### src/hdl/smwp_pkg.sv
// Purpose: Shared constants and types for the memory write protection block.
// Assumes: Status register layout is eight bits, one register.
// Notes:   Density codes select the number of addressable low address bits.
package smwp_pkg;

   localparam int          ADDR_W        = 24;
   localparam int          SR_W          = 8;
   localparam logic [7:0]  SR_RESET      = 8'h00;
   localparam int          SR_HW_EN_BIT  = 7;
   localparam int          SR_RSVD6_BIT  = 6;
   localparam int          SR_TB_BIT     = 5;
   localparam int          SR_BP_HI_BIT  = 4;
   localparam int          SR_BP_LO_BIT  = 2;
   localparam int          SR_WEL_BIT    = 1;
   localparam int          SR_RSVD0_BIT  = 0;
   localparam logic [7:0]  SR_WR_MASK    = 8'hBC;

   localparam logic [1:0]  DENS_1MB      = 2'h0;
   localparam logic [1:0]  DENS_4MB      = 2'h1;
   localparam logic [1:0]  DENS_8MB      = 2'h2;
   localparam logic [1:0]  DENS_16MB     = 2'h3;
   localparam int          BITS_1MB      = 17;
   localparam int          BITS_4MB      = 19;
   localparam int          BITS_8MB      = 20;
   localparam int          BITS_16MB     = 21;

   localparam logic [2:0]  BP_NONE       = 3'h0;
   localparam logic [2:0]  BP_ALL        = 3'h7;
   localparam int          BP_SHIFT_BASE = 7;

   typedef struct packed
   {
      logic       hw_protect_en;
      logic       rsvd6;
      logic       top_bottom_select;
      logic [2:0] block_protect_level;
      logic       write_enable_latch;
      logic       rsvd0;
   } smwp_sr_t;

   typedef struct packed
   {
      logic                 valid;
      logic [ADDR_W-1:0]    addr;
   } smwp_req_t;

endpackage

### src/hdl/smwp_core.sv
// Purpose: Status register, write-enable latch and array write gating.
// Assumes: Instruction decode happens upstream and arrives as one-cycle strobes.
// Notes:   Reset stands for power-up; all protection state is volatile.
//
// Contract
// - Only the low address bits of the selected density are used; upper bits are zero.
// - Every status bit loads its default of zero on initialization.
// - Status contents are volatile and return to default after power returns.
// - Bit 7 enables pin protection: low pin blocks status writes when set.
// - Bit 5 set takes the protected block from the lowest addresses.
// - Bit 5 clear takes the protected block from the top of the density.
// - Bits 4 to 2 form the three-bit protection level field.
// - Top mode protects none, 1/64 up to 1/2, or the whole array.
// - Bottom mode protects the same fractions starting at address zero.
// - Bit 1 is the read-only write-enable latch; one permits writes.
// - Status writes need the latch set and pin protection off or pin high.
// - Protected addresses never write; others need only the latch set.
// - Bits 6 and 0 are reserved, read zero and ignore writes.
// - Write-enable instruction sets the latch; host issues it before writes.
// - Latch clears at end of any write instruction and on write disable.
`timescale 1ns/1ns

module smwp_core
   import smwp_pkg::*;
#(
   parameter logic [1:0] DENSITY = DENS_16MB
)
(
   // Clock and reset
   input  wire logic              clk,
   input  wire logic              rst_n,
   // Pin
   input  wire logic              wp_n,
   // Instruction strobes
   input  wire logic              write_enable_cmd,
   input  wire logic              write_disable_instruction,
   input  wire logic              sr_write,
   input  wire logic [SR_W-1:0]   sr_wdata,
   input  wire smwp_req_t         array_write,
   input  wire logic              write_end,
   // Results
   output logic [SR_W-1:0]        status_rdata,
   output logic                   array_write_ok,
   output logic [ADDR_W-1:0]      array_write_addr,
   output logic                   array_protected
);

   ////////////////////////////////////////////////////////////////////////////
   // Holds every piece of state in one register.

   typedef struct packed
   {
      smwp_sr_t          sr;
      logic              ok;
      logic [ADDR_W-1:0] addr;
      logic              prot;
   } smwp_state_t;

   localparam smwp_state_t S_RESET =
      '{
         sr:   smwp_sr_t'(SR_RESET),
         ok:   1'b0,
         addr: '0,
         prot: 1'b0
      };

   smwp_state_t       s_q;
   smwp_state_t       s_d;
   logic [ADDR_W-1:0] eff_addr;
   logic              hit;
   logic              sr_open;
   logic              arr_open;
   logic              wel_clear;
   logic              wel_set;

   ////////////////////////////////////////////////////////////////////////////
   // Refuses parameter values that the decode cannot serve.

   if ((DENSITY > DENS_16MB) || (ADDR_W <= BITS_16MB) || (SR_W != $bits(smwp_sr_t)))
   begin
      $error("Unsupported density or register layout");
   end

   ////////////////////////////////////////////////////////////////////////////
   // Decodes the address map of the density.

   // Returns the number of addressable bits for a density code.
   function automatic int dens_bits(input logic [1:0] d);
      unique case (d)
         DENS_1MB:
         begin
            dens_bits = BITS_1MB;
         end
         DENS_4MB:
         begin
            dens_bits = BITS_4MB;
         end
         DENS_8MB:
         begin
            dens_bits = BITS_8MB;
         end
         DENS_16MB:
         begin
            dens_bits = BITS_16MB;
         end
      endcase
   endfunction

   // Returns the highest address of the configured density.
   function automatic logic [ADDR_W-1:0] dens_last();
      logic [ADDR_W:0] span;
      span      = (ADDR_W+1)'(1) << dens_bits(DENSITY);
      dens_last = ADDR_W'(span - (ADDR_W+1)'(1));
   endfunction

   // Clears address bits above the density.
   function automatic logic [ADDR_W-1:0] mask_addr(input logic [ADDR_W-1:0] a);
      mask_addr = a & dens_last();
   endfunction

   // Returns the size of the protected block for a level code.
   function automatic logic [ADDR_W-1:0] level_size(input logic [2:0] lvl);
      logic [ADDR_W:0] span;
      span = (ADDR_W+1)'(1) << dens_bits(DENSITY);
      if (lvl == BP_NONE)
      begin
         level_size = '0;
      end
      else if (lvl == BP_ALL)
      begin
         level_size = ADDR_W'(span);
      end
      else
      begin
         level_size = ADDR_W'(span >> (BP_SHIFT_BASE - int'(lvl)));
      end
   endfunction

   ////////////////////////////////////////////////////////////////////////////
   // Locates an address against the protected block.

   // Tests for the block that ends at the top address of the density.
   function automatic logic top_hit(input logic [ADDR_W-1:0] a, input logic [ADDR_W-1:0] size);
      top_hit = (a > (dens_last() - size));
   endfunction

   // Tests for the block that starts at address zero.
   function automatic logic bottom_hit(input logic [ADDR_W-1:0] a, input logic [ADDR_W-1:0] size);
      bottom_hit = (a < size);
   endfunction

   // Tests whether an address lies in the protected block.
   function automatic logic in_block(input logic [ADDR_W-1:0] a,
                                     input logic              bottom,
                                     input logic [2:0]        lvl);
      logic [ADDR_W-1:0] size;
      size = level_size(lvl);
      if (lvl == BP_NONE)
      begin
         in_block = 1'b0;
      end
      else if (lvl == BP_ALL)
      begin
         in_block = 1'b1;
      end
      else if (bottom)
      begin
         in_block = bottom_hit(a, size);
      end
      else
      begin
         in_block = top_hit(a, size);
      end
   endfunction

   ////////////////////////////////////////////////////////////////////////////
   // Grants write permission.

   // Decides whether the status register may be written.
   function automatic logic sr_writable(input logic wel,
                                        input logic pin_en,
                                        input logic pin);
      unique case ({wel, pin_en, pin})
         3'h0:
         begin
            sr_writable = 1'b0;
         end
         3'h1:
         begin
            sr_writable = 1'b0;
         end
         3'h2:
         begin
            sr_writable = 1'b0;
         end
         3'h3:
         begin
            sr_writable = 1'b0;
         end
         3'h4:
         begin
            sr_writable = 1'b1;
         end
         3'h5:
         begin
            sr_writable = 1'b1;
         end
         3'h6:
         begin
            sr_writable = 1'b0;
         end
         3'h7:
         begin
            sr_writable = 1'b1;
         end
      endcase
   endfunction

   // Decides whether an array address may be written; the pin plays no part.
   function automatic logic arr_writable(input logic wel,
                                         input logic in_blk);
      unique case ({wel, in_blk})
         2'h0:
         begin
            arr_writable = 1'b0;
         end
         2'h1:
         begin
            arr_writable = 1'b0;
         end
         2'h2:
         begin
            arr_writable = 1'b1;
         end
         2'h3:
         begin
            arr_writable = 1'b0;
         end
      endcase
   endfunction

   // Loads the writable status fields and keeps the rest.
   function automatic smwp_sr_t sr_merge(input smwp_sr_t        old,
                                         input logic [SR_W-1:0] wdata);
      smwp_sr_t nxt;
      nxt                     = old;
      nxt.hw_protect_en       = wdata[SR_HW_EN_BIT];
      nxt.top_bottom_select   = wdata[SR_TB_BIT];
      nxt.block_protect_level = wdata[SR_BP_HI_BIT:SR_BP_LO_BIT];
      sr_merge                = nxt;
   endfunction

   ////////////////////////////////////////////////////////////////////////////
   // Computes the next state.

   always_comb
   begin
      s_d       = s_q;
      eff_addr  = mask_addr(array_write.addr);
      hit       = in_block(eff_addr, s_q.sr.top_bottom_select,
                           s_q.sr.block_protect_level);
      sr_open   = sr_writable(s_q.sr.write_enable_latch, s_q.sr.hw_protect_en, wp_n);
      arr_open  = arr_writable(s_q.sr.write_enable_latch, hit);
      wel_clear = write_end || write_disable_instruction;
      wel_set   = write_enable_cmd;

      // Reports the array write decision and the decoded address.
      s_d.ok   = array_write.valid && arr_open;
      s_d.addr = eff_addr;
      s_d.prot = hit;

      // Loads the status register; a refused write leaves it unchanged.
      if (sr_write && sr_open)
      begin
         s_d.sr = sr_merge(s_q.sr, sr_wdata);
      end
      s_d.sr.rsvd6 = 1'b0;
      s_d.sr.rsvd0 = 1'b0;

      // Updates the latch; a clear beats a set in the same cycle.
      if (wel_clear)
      begin
         s_d.sr.write_enable_latch = 1'b0;
      end
      else if (wel_set)
      begin
         s_d.sr.write_enable_latch = 1'b1;
      end
   end

   ////////////////////////////////////////////////////////////////////////////
   // Registers the state; reset stands for power-up.

   always_ff @(posedge clk)
   begin
      if (!rst_n)
      begin
         s_q <= S_RESET;
      end
      else
      begin
         s_q <= s_d;
      end
   end

   ////////////////////////////////////////////////////////////////////////////
   // Drives every output straight from the state register.

   assign status_rdata     = s_q.sr;
   assign array_write_ok   = s_q.ok;
   assign array_write_addr = s_q.addr;
   assign array_protected  = s_q.prot;

endmodule

### config.mk
export PLATFORM = sky130hd
export DESIGN_NAME = smwp_core
export DESIGN_NICKNAME = d
export VERILOG_FILES = /design/src/hdl/smwp_pkg.sv /design/src/hdl/smwp_core.sv
export SDC_FILE = /design/constraint.sdc
export NUM_CORES = 1
export LEC_CHECK = 0
export BUFFER_PORTS_ARGS = -buffer_cell sky130_fd_sc_hd__buf_2
export CAP_MARGIN = 15
export CORE_MARGIN = 1.5
export CORE_UTILIZATION = 47
export DETAILED_ROUTE_END_ITERATION = 8
export GPL_ROUTABILITY_DRIVEN = 0
export PLACE_DENSITY = 0.83
export SLEW_MARGIN = 20
export SYNTH_ARGS = -nofsm -noshare
export SYNTH_HDL_FRONTEND = slang
export SYNTH_SLANG_ARGS = --single-unit
### constraint.sdc
create_clock -name clk -period 6.7 [get_ports clk]
set_input_delay 1.34 -clock clk [delete_from_list [all_inputs] [get_ports clk]]
set_output_delay 1.34 -clock clk [all_outputs]
set_load 0.05 [all_outputs]
# Yosys cells after proc, flatten, opt, wreduce, memory -nomap -nowiden
# Memory sizes are Yosys's and may differ from the RTL's.
# Index checks and enable logic that the tools add are counted.
op_classes:
  add_sub_neg: 2
  multipliers: 0
  div: 0
  n_lt_le_gt_ge: 2
  n_eq_ne: 4
  shifts: 1
  muxes: 7
  bitwise_logic: 1
  reduce_logical: 7
ops:
  columns: ["operator", "count"]
  rows:
  - ["$mux 24", 2]
  - ["$shr 22x32->24 const A", 1]
  - ["$gt 21x24->1", 1]
  - ["$lt 21x24->1", 1]
  - ["$sub 21x24->24 const A", 1]
  - ["$eq 2x2->1 const B", 2]
  - ["$mux 1", 4]
  - ["$sub 3x3->4 const A", 1]
  - ["$eq 3x3->1 const B", 1]
  - ["$logic_not 3->1", 1]
  - ["$reduce_or 3->1", 1]
  - ["$eq 2x1->1 const B", 1]
  - ["$logic_and 1x1->1", 2]
  - ["$logic_not 2->1", 1]
  - ["$pmux 1 s2", 1]
  - ["$reduce_or 2->1", 1]
  - ["$logic_or 1x1->1", 1]
  - ["$not 1->1", 1]
word_totals:
  regBits: 34
  latch_bits: 0
  ramBits: 0
  mem_bits_ro: 8
  in_bits: 40
  output_inout_bits: 34
  wordCells: 35
  n_memories: 1
memory_table:
  columns: ["memory", "depth", "width", "read_ports", "rd_clocked_by_memory_dff", "wr", "line_no", "text"]
  rows:
  - ["(no name shown)", 8, 1, 1, 0, 0, "smwp_core.sv:183", "unique case ({wel, pin_en, pin})"]

# Logic depth before layout (Yosys ltp)
depth:
  depth_word: 13
  mapped_depth: 9
  mapped_depth_nobuf: 8

# Worst setup path before layout
# No wires, ideal clock.
synth_path:
  path_type: "input to register"
  start: "input port array_write[19] in the netlist's numbering"
  end: "register s_q, in the netlist array_protected"
  setup_time_ns: 0.115
  arrival_time_ns: 2.850
  required_time_ns: 6.585
  path_slack_ns: 3.735
  path_stages: 6
  n_path_buf: 0
  path_cell_list: "ha_1 -> nor4b_2 -> nand4_1 -> or4_1 -> o211a_1 -> o21a_1"
synth_between:
  elab_chain_cells: 4
  elab_cells_between_ends: 5
  classes_between: "order compare (2); mux (3)"
synth_rtl:
  columns: ["item", "line_no", "text"]
  rows:
  - ["from (decl)", "smwp_core.sv:39", "input wire smwp_req_t array_write,"]
  - ["$gt 21x24->1 / $lt 21x24->1 (equally long branches)", "smwp_core.sv:144, smwp_core.sv:149", null]
  - ["$mux 1 *", "smwp_core.sv:166", "else if (bottom)"]
  - ["$mux 1 *", "smwp_core.sv:162", "else if (lvl == BP_ALL)"]
  - ["$mux 1 *", "smwp_core.sv:158", "if (lvl == BP_NONE)"]
  - ["to (signal assigned)", "smwp_core.sv:298", "s_q <= S_RESET;"]
  - ["to (signal assigned)", "smwp_core.sv:302", "s_q <= s_d;"]
  - ["to (decl)", "smwp_core.sv:67", "smwp_state_t s_q;"]
# Mark *: on every way between the ends. The rest lies on a longest branch, timed or not.
# A chain may end at the register's enable or synchronous reset.

# Final worst setup path
# Same ends and word-level chain as after synthesis.

==> impl_metrics.env <==
export IMPL_netlist_instances=141
export IMPL_drv_slew=0
export IMPL_leakagePower_nw=0.9488
export IMPL_post_cts_resized=0
export IMPL_wl_per_cell_um=11.06
export IMPL_ioPinCount=74
export IMPL_reg2reg_from="status_rdata[2]$_SDFFE_PN0P_"
export IMPL_worst_slack_ns=3.772
export IMPL_yosysTopAreaCell="dfxtp_1"
export IMPL_cp_max_fo=5
export IMPL_grt_ovfl_total=0
export IMPL_pre_cts_slack_ns=3.432
export IMPL_area_delta_synth_final_pct=26.04
export IMPL_netlist_top_cells_count="dfxtp_1 (29), and2_1 (21), ha_1 (17)"
export IMPL_final_layout_size_suffix_gt1_share_pct=36.10
export IMPL_holdCritStartpoint="status_rdata[1]$_SDFFE_PP0P_"
export IMPL_cts_buffer_depth=2
export IMPL_remaining_drc_errors=0
export IMPL_hold_viol=0
export IMPL_synth_warnings=0
export IMPL_nets=261
export IMPL_ir_drop_uv=190.8
export IMPL_avgSynthCellArea_sq_um=9.779
export IMPL_finalCritPeriodShare_pct=43.71
export IMPL_h_tree_depth=2
export IMPL_grt_start_max_net_pins=30
export IMPL_grt_pass1_vias=1026
export IMPL_cp_required_ns=6.92
export IMPL_die_width_um=57.17
export IMPL_ys_seq_area_share_pct=42.11
export IMPL_portBuffers=62
export IMPL_num_antenna_cells=0
export IMPL_clock_fmax_mhz=341.5
export IMPL_ys_ff_latch=29
export IMPL_dr_pass1_iters=4
export IMPL_worst_pin_slew_ns=0.6147
export IMPL_fin_skew_ns=0.001493
export IMPL_cap_violations=0
export IMPL_power_mw=0.3476
export IMPL_synth_edf_count=0
export IMPL_yosysMostFrequentCell="dfxtp_1"
export IMPL_rsz0062_at_grt="no"
export IMPL_start_kind="input port"
export IMPL_ys_flop_type="dfxtp_1"
export IMPL_synth_top_cell_area_share_pct=42.11
export IMPL_post_cts_buffers=0
export IMPL_via_per_inst=4.852
export IMPL_drt_iter0_drc=14
export IMPL_worst_r2r_cell_count=7
export IMPL_antenna_found_initial=0
export IMPL_clk_insertion_delay_late_ns=0.32
export IMPL_cp_arrival_ns=3.15
export IMPL_relSlewSlack_pct=58.84
export IMPL_power_density_nw_per_um2=200.0
export IMPL_root_buffer="clkbuf_4"
export IMPL_ctsHoldBuffers=0
export IMPL_grt_pass1_wl_mm=4.236
export IMPL_hold_depth=2
export IMPL_outcome="finished clean"
export IMPL_start_util_pct=49.57
export IMPL_die_h_um=57.17
export IMPL_synthArstFlopShare_pct=0
export IMPL_clock_sinks=29
export IMPL_cts_tree="built"
export IMPL_holdPathEnd="array_write_ok$_SDFF_PN0_"
export IMPL_period_needed_ns=2.928
export IMPL_ys_types=32
export IMPL_synthTopCellsByArea="dfxtp_1 (42%), ha_1 (15%), and2_1 (9.5%), mux2i_1 (3.6%), buf_4 (2.7%)"
export IMPL_vias=1145
export IMPL_rows=19
export IMPL_r2r_end="array_protected$_SDFF_PN0_"
export IMPL_synth_area_sq_um=1379
export IMPL_hpwl_mm=2.057
export IMPL_setup_violations_final=0
export IMPL_reg2reg_slack_ns=4.08
export IMPL_hold_class="flip-flop to flip-flop"
export IMPL_core_area_sq_um=2781
export IMPL_cts_buffers_inserted=5
export IMPL_track_usage_pct=17.36
export IMPL_wl_mm=2.609
export IMPL_crit_path_end_kind="flip-flop"
export IMPL_tns_ns=0
export IMPL_clk_pin_slew_ns=0.09
export IMPL_worstSetupPathType="input port to flip-flop"
export IMPL_dieArea_sq_um=3268
export IMPL_antenna_left=0
routing by layer:
layer  share of wire, %  GRT usage, %  wire length (um)
met5                  0             0                 0
met3                 10         7.937               270
met4                2.2         9.302                57
met1                 42         19.83              1099
met2                 45         27.09              1182
cell type report:
class | instances | area [sq um]
fillers | 240 | 1044
multi-input cells | 96 | 719.4
flip-flops and latches | 29 | 580.6
repair buffers | 62 | 310.3
clock buffers | 6 | 41.29
well taps | 31 | 38.79
inverters | 10 | 37.54
clock inverters | 2 | 10.01
logic make-up (layout without fill, tap and decap cells):
family | Yosys count | after routing | synth area share (%)
compound gates | 13 | 13 | 6.352
other cells | 2 | 7 | 0.5447
buf+inv | 21 | 80 | 7.079
fa+ha+maj | 17 | 17 | 15.43
mux | 5 | 5 | 3.630
simple gates | 54 | 54 | 24.87
flops | 29 | 29 | 42.11
flip-flops by register name, indices dropped and copies added (netlist names):
register,cells
array_write_addr,21
array_protected,1
array_write_ok,1
status_rdata,6
worst max path at each step:
stage | start | end | slack (ns) | depth (start not counted)
2_1_floorplan | array_write[19] | array_protected$_SDFF_PN0_ | 3.74 | 6
3_3_place_gp | array_write[19] | array_protected$_SDFF_PN0_ | 3.43 | 7
3_5_place_dp | array_write[19] | array_protected$_SDFF_PN0_ | 3.43 | 7
4_1_cts | array_write[19] | array_protected$_SDFF_PN0_ | 3.77 | 7
5_1_grt | array_write[19] | array_protected$_SDFF_PN0_ | 3.65 | 7
6_report | array_write[19] | array_protected$_SDFF_PN0_ | 3.77 | 7
worst max-delay path, cell delays in order:
cell and delay, ns:
buf_2 0.12, ha_1 0.36, nor4b_2 0.36, nand4_1 0.13
or4_1 0.55, o211a_1 0.14, o21a_1 0.16
metrics by stage:
| step | instances | hold WS (ns) | instance area, sq um | utilization [%] |
|---|---|---|---|---|
| finish | 236 | 0.4981 | 1738 | 62.48 |
| global route | 236 | 0.5403 | 1738 | 62.48 |
| CTS | 236 | 0.5105 | 1738 | 62.48 |
| detailed placement | 228 | 0.4973 | 1687 | 60.64 |
| global placement | 228 | 0.4957 | 1687 | 60.64 |
| floorplan | 146 | 0.6978 | 1398 | - |
where the power goes:
part	internal [mW]	leakage, nW	total, mW	switching, mW
clock	0.0399	0.0320	0.0970	0.0571
combinational	0.0209	0.677	0.0690	0.0480
sequential	0.180	0.240	0.182	0.00212
total	0.240	0.949	0.348	0.107
layout by cell type, fill, tap and decap left out, types with 2 or more instances in the layout:
master    netlist  routed
buf_2           0      62
dfxtp_1        29      29
and2_1         21      21
ha_1           17      17
inv_1          10      10
conb_1          2       7
nor2b_1         6       6
mux2i_1         5       5
a21oi_1         5       5
clkbuf_4        0       5
nand3_1         4       4
nor2_1          3       3
nand2_1         3       3
nand4_1         3       3
nand3b_1        2       2
or3b_2          2       2
o21a_1          2       2
nor3_1          2       2
clkinv_2        0       2
(Power assumes the default switching activity.)
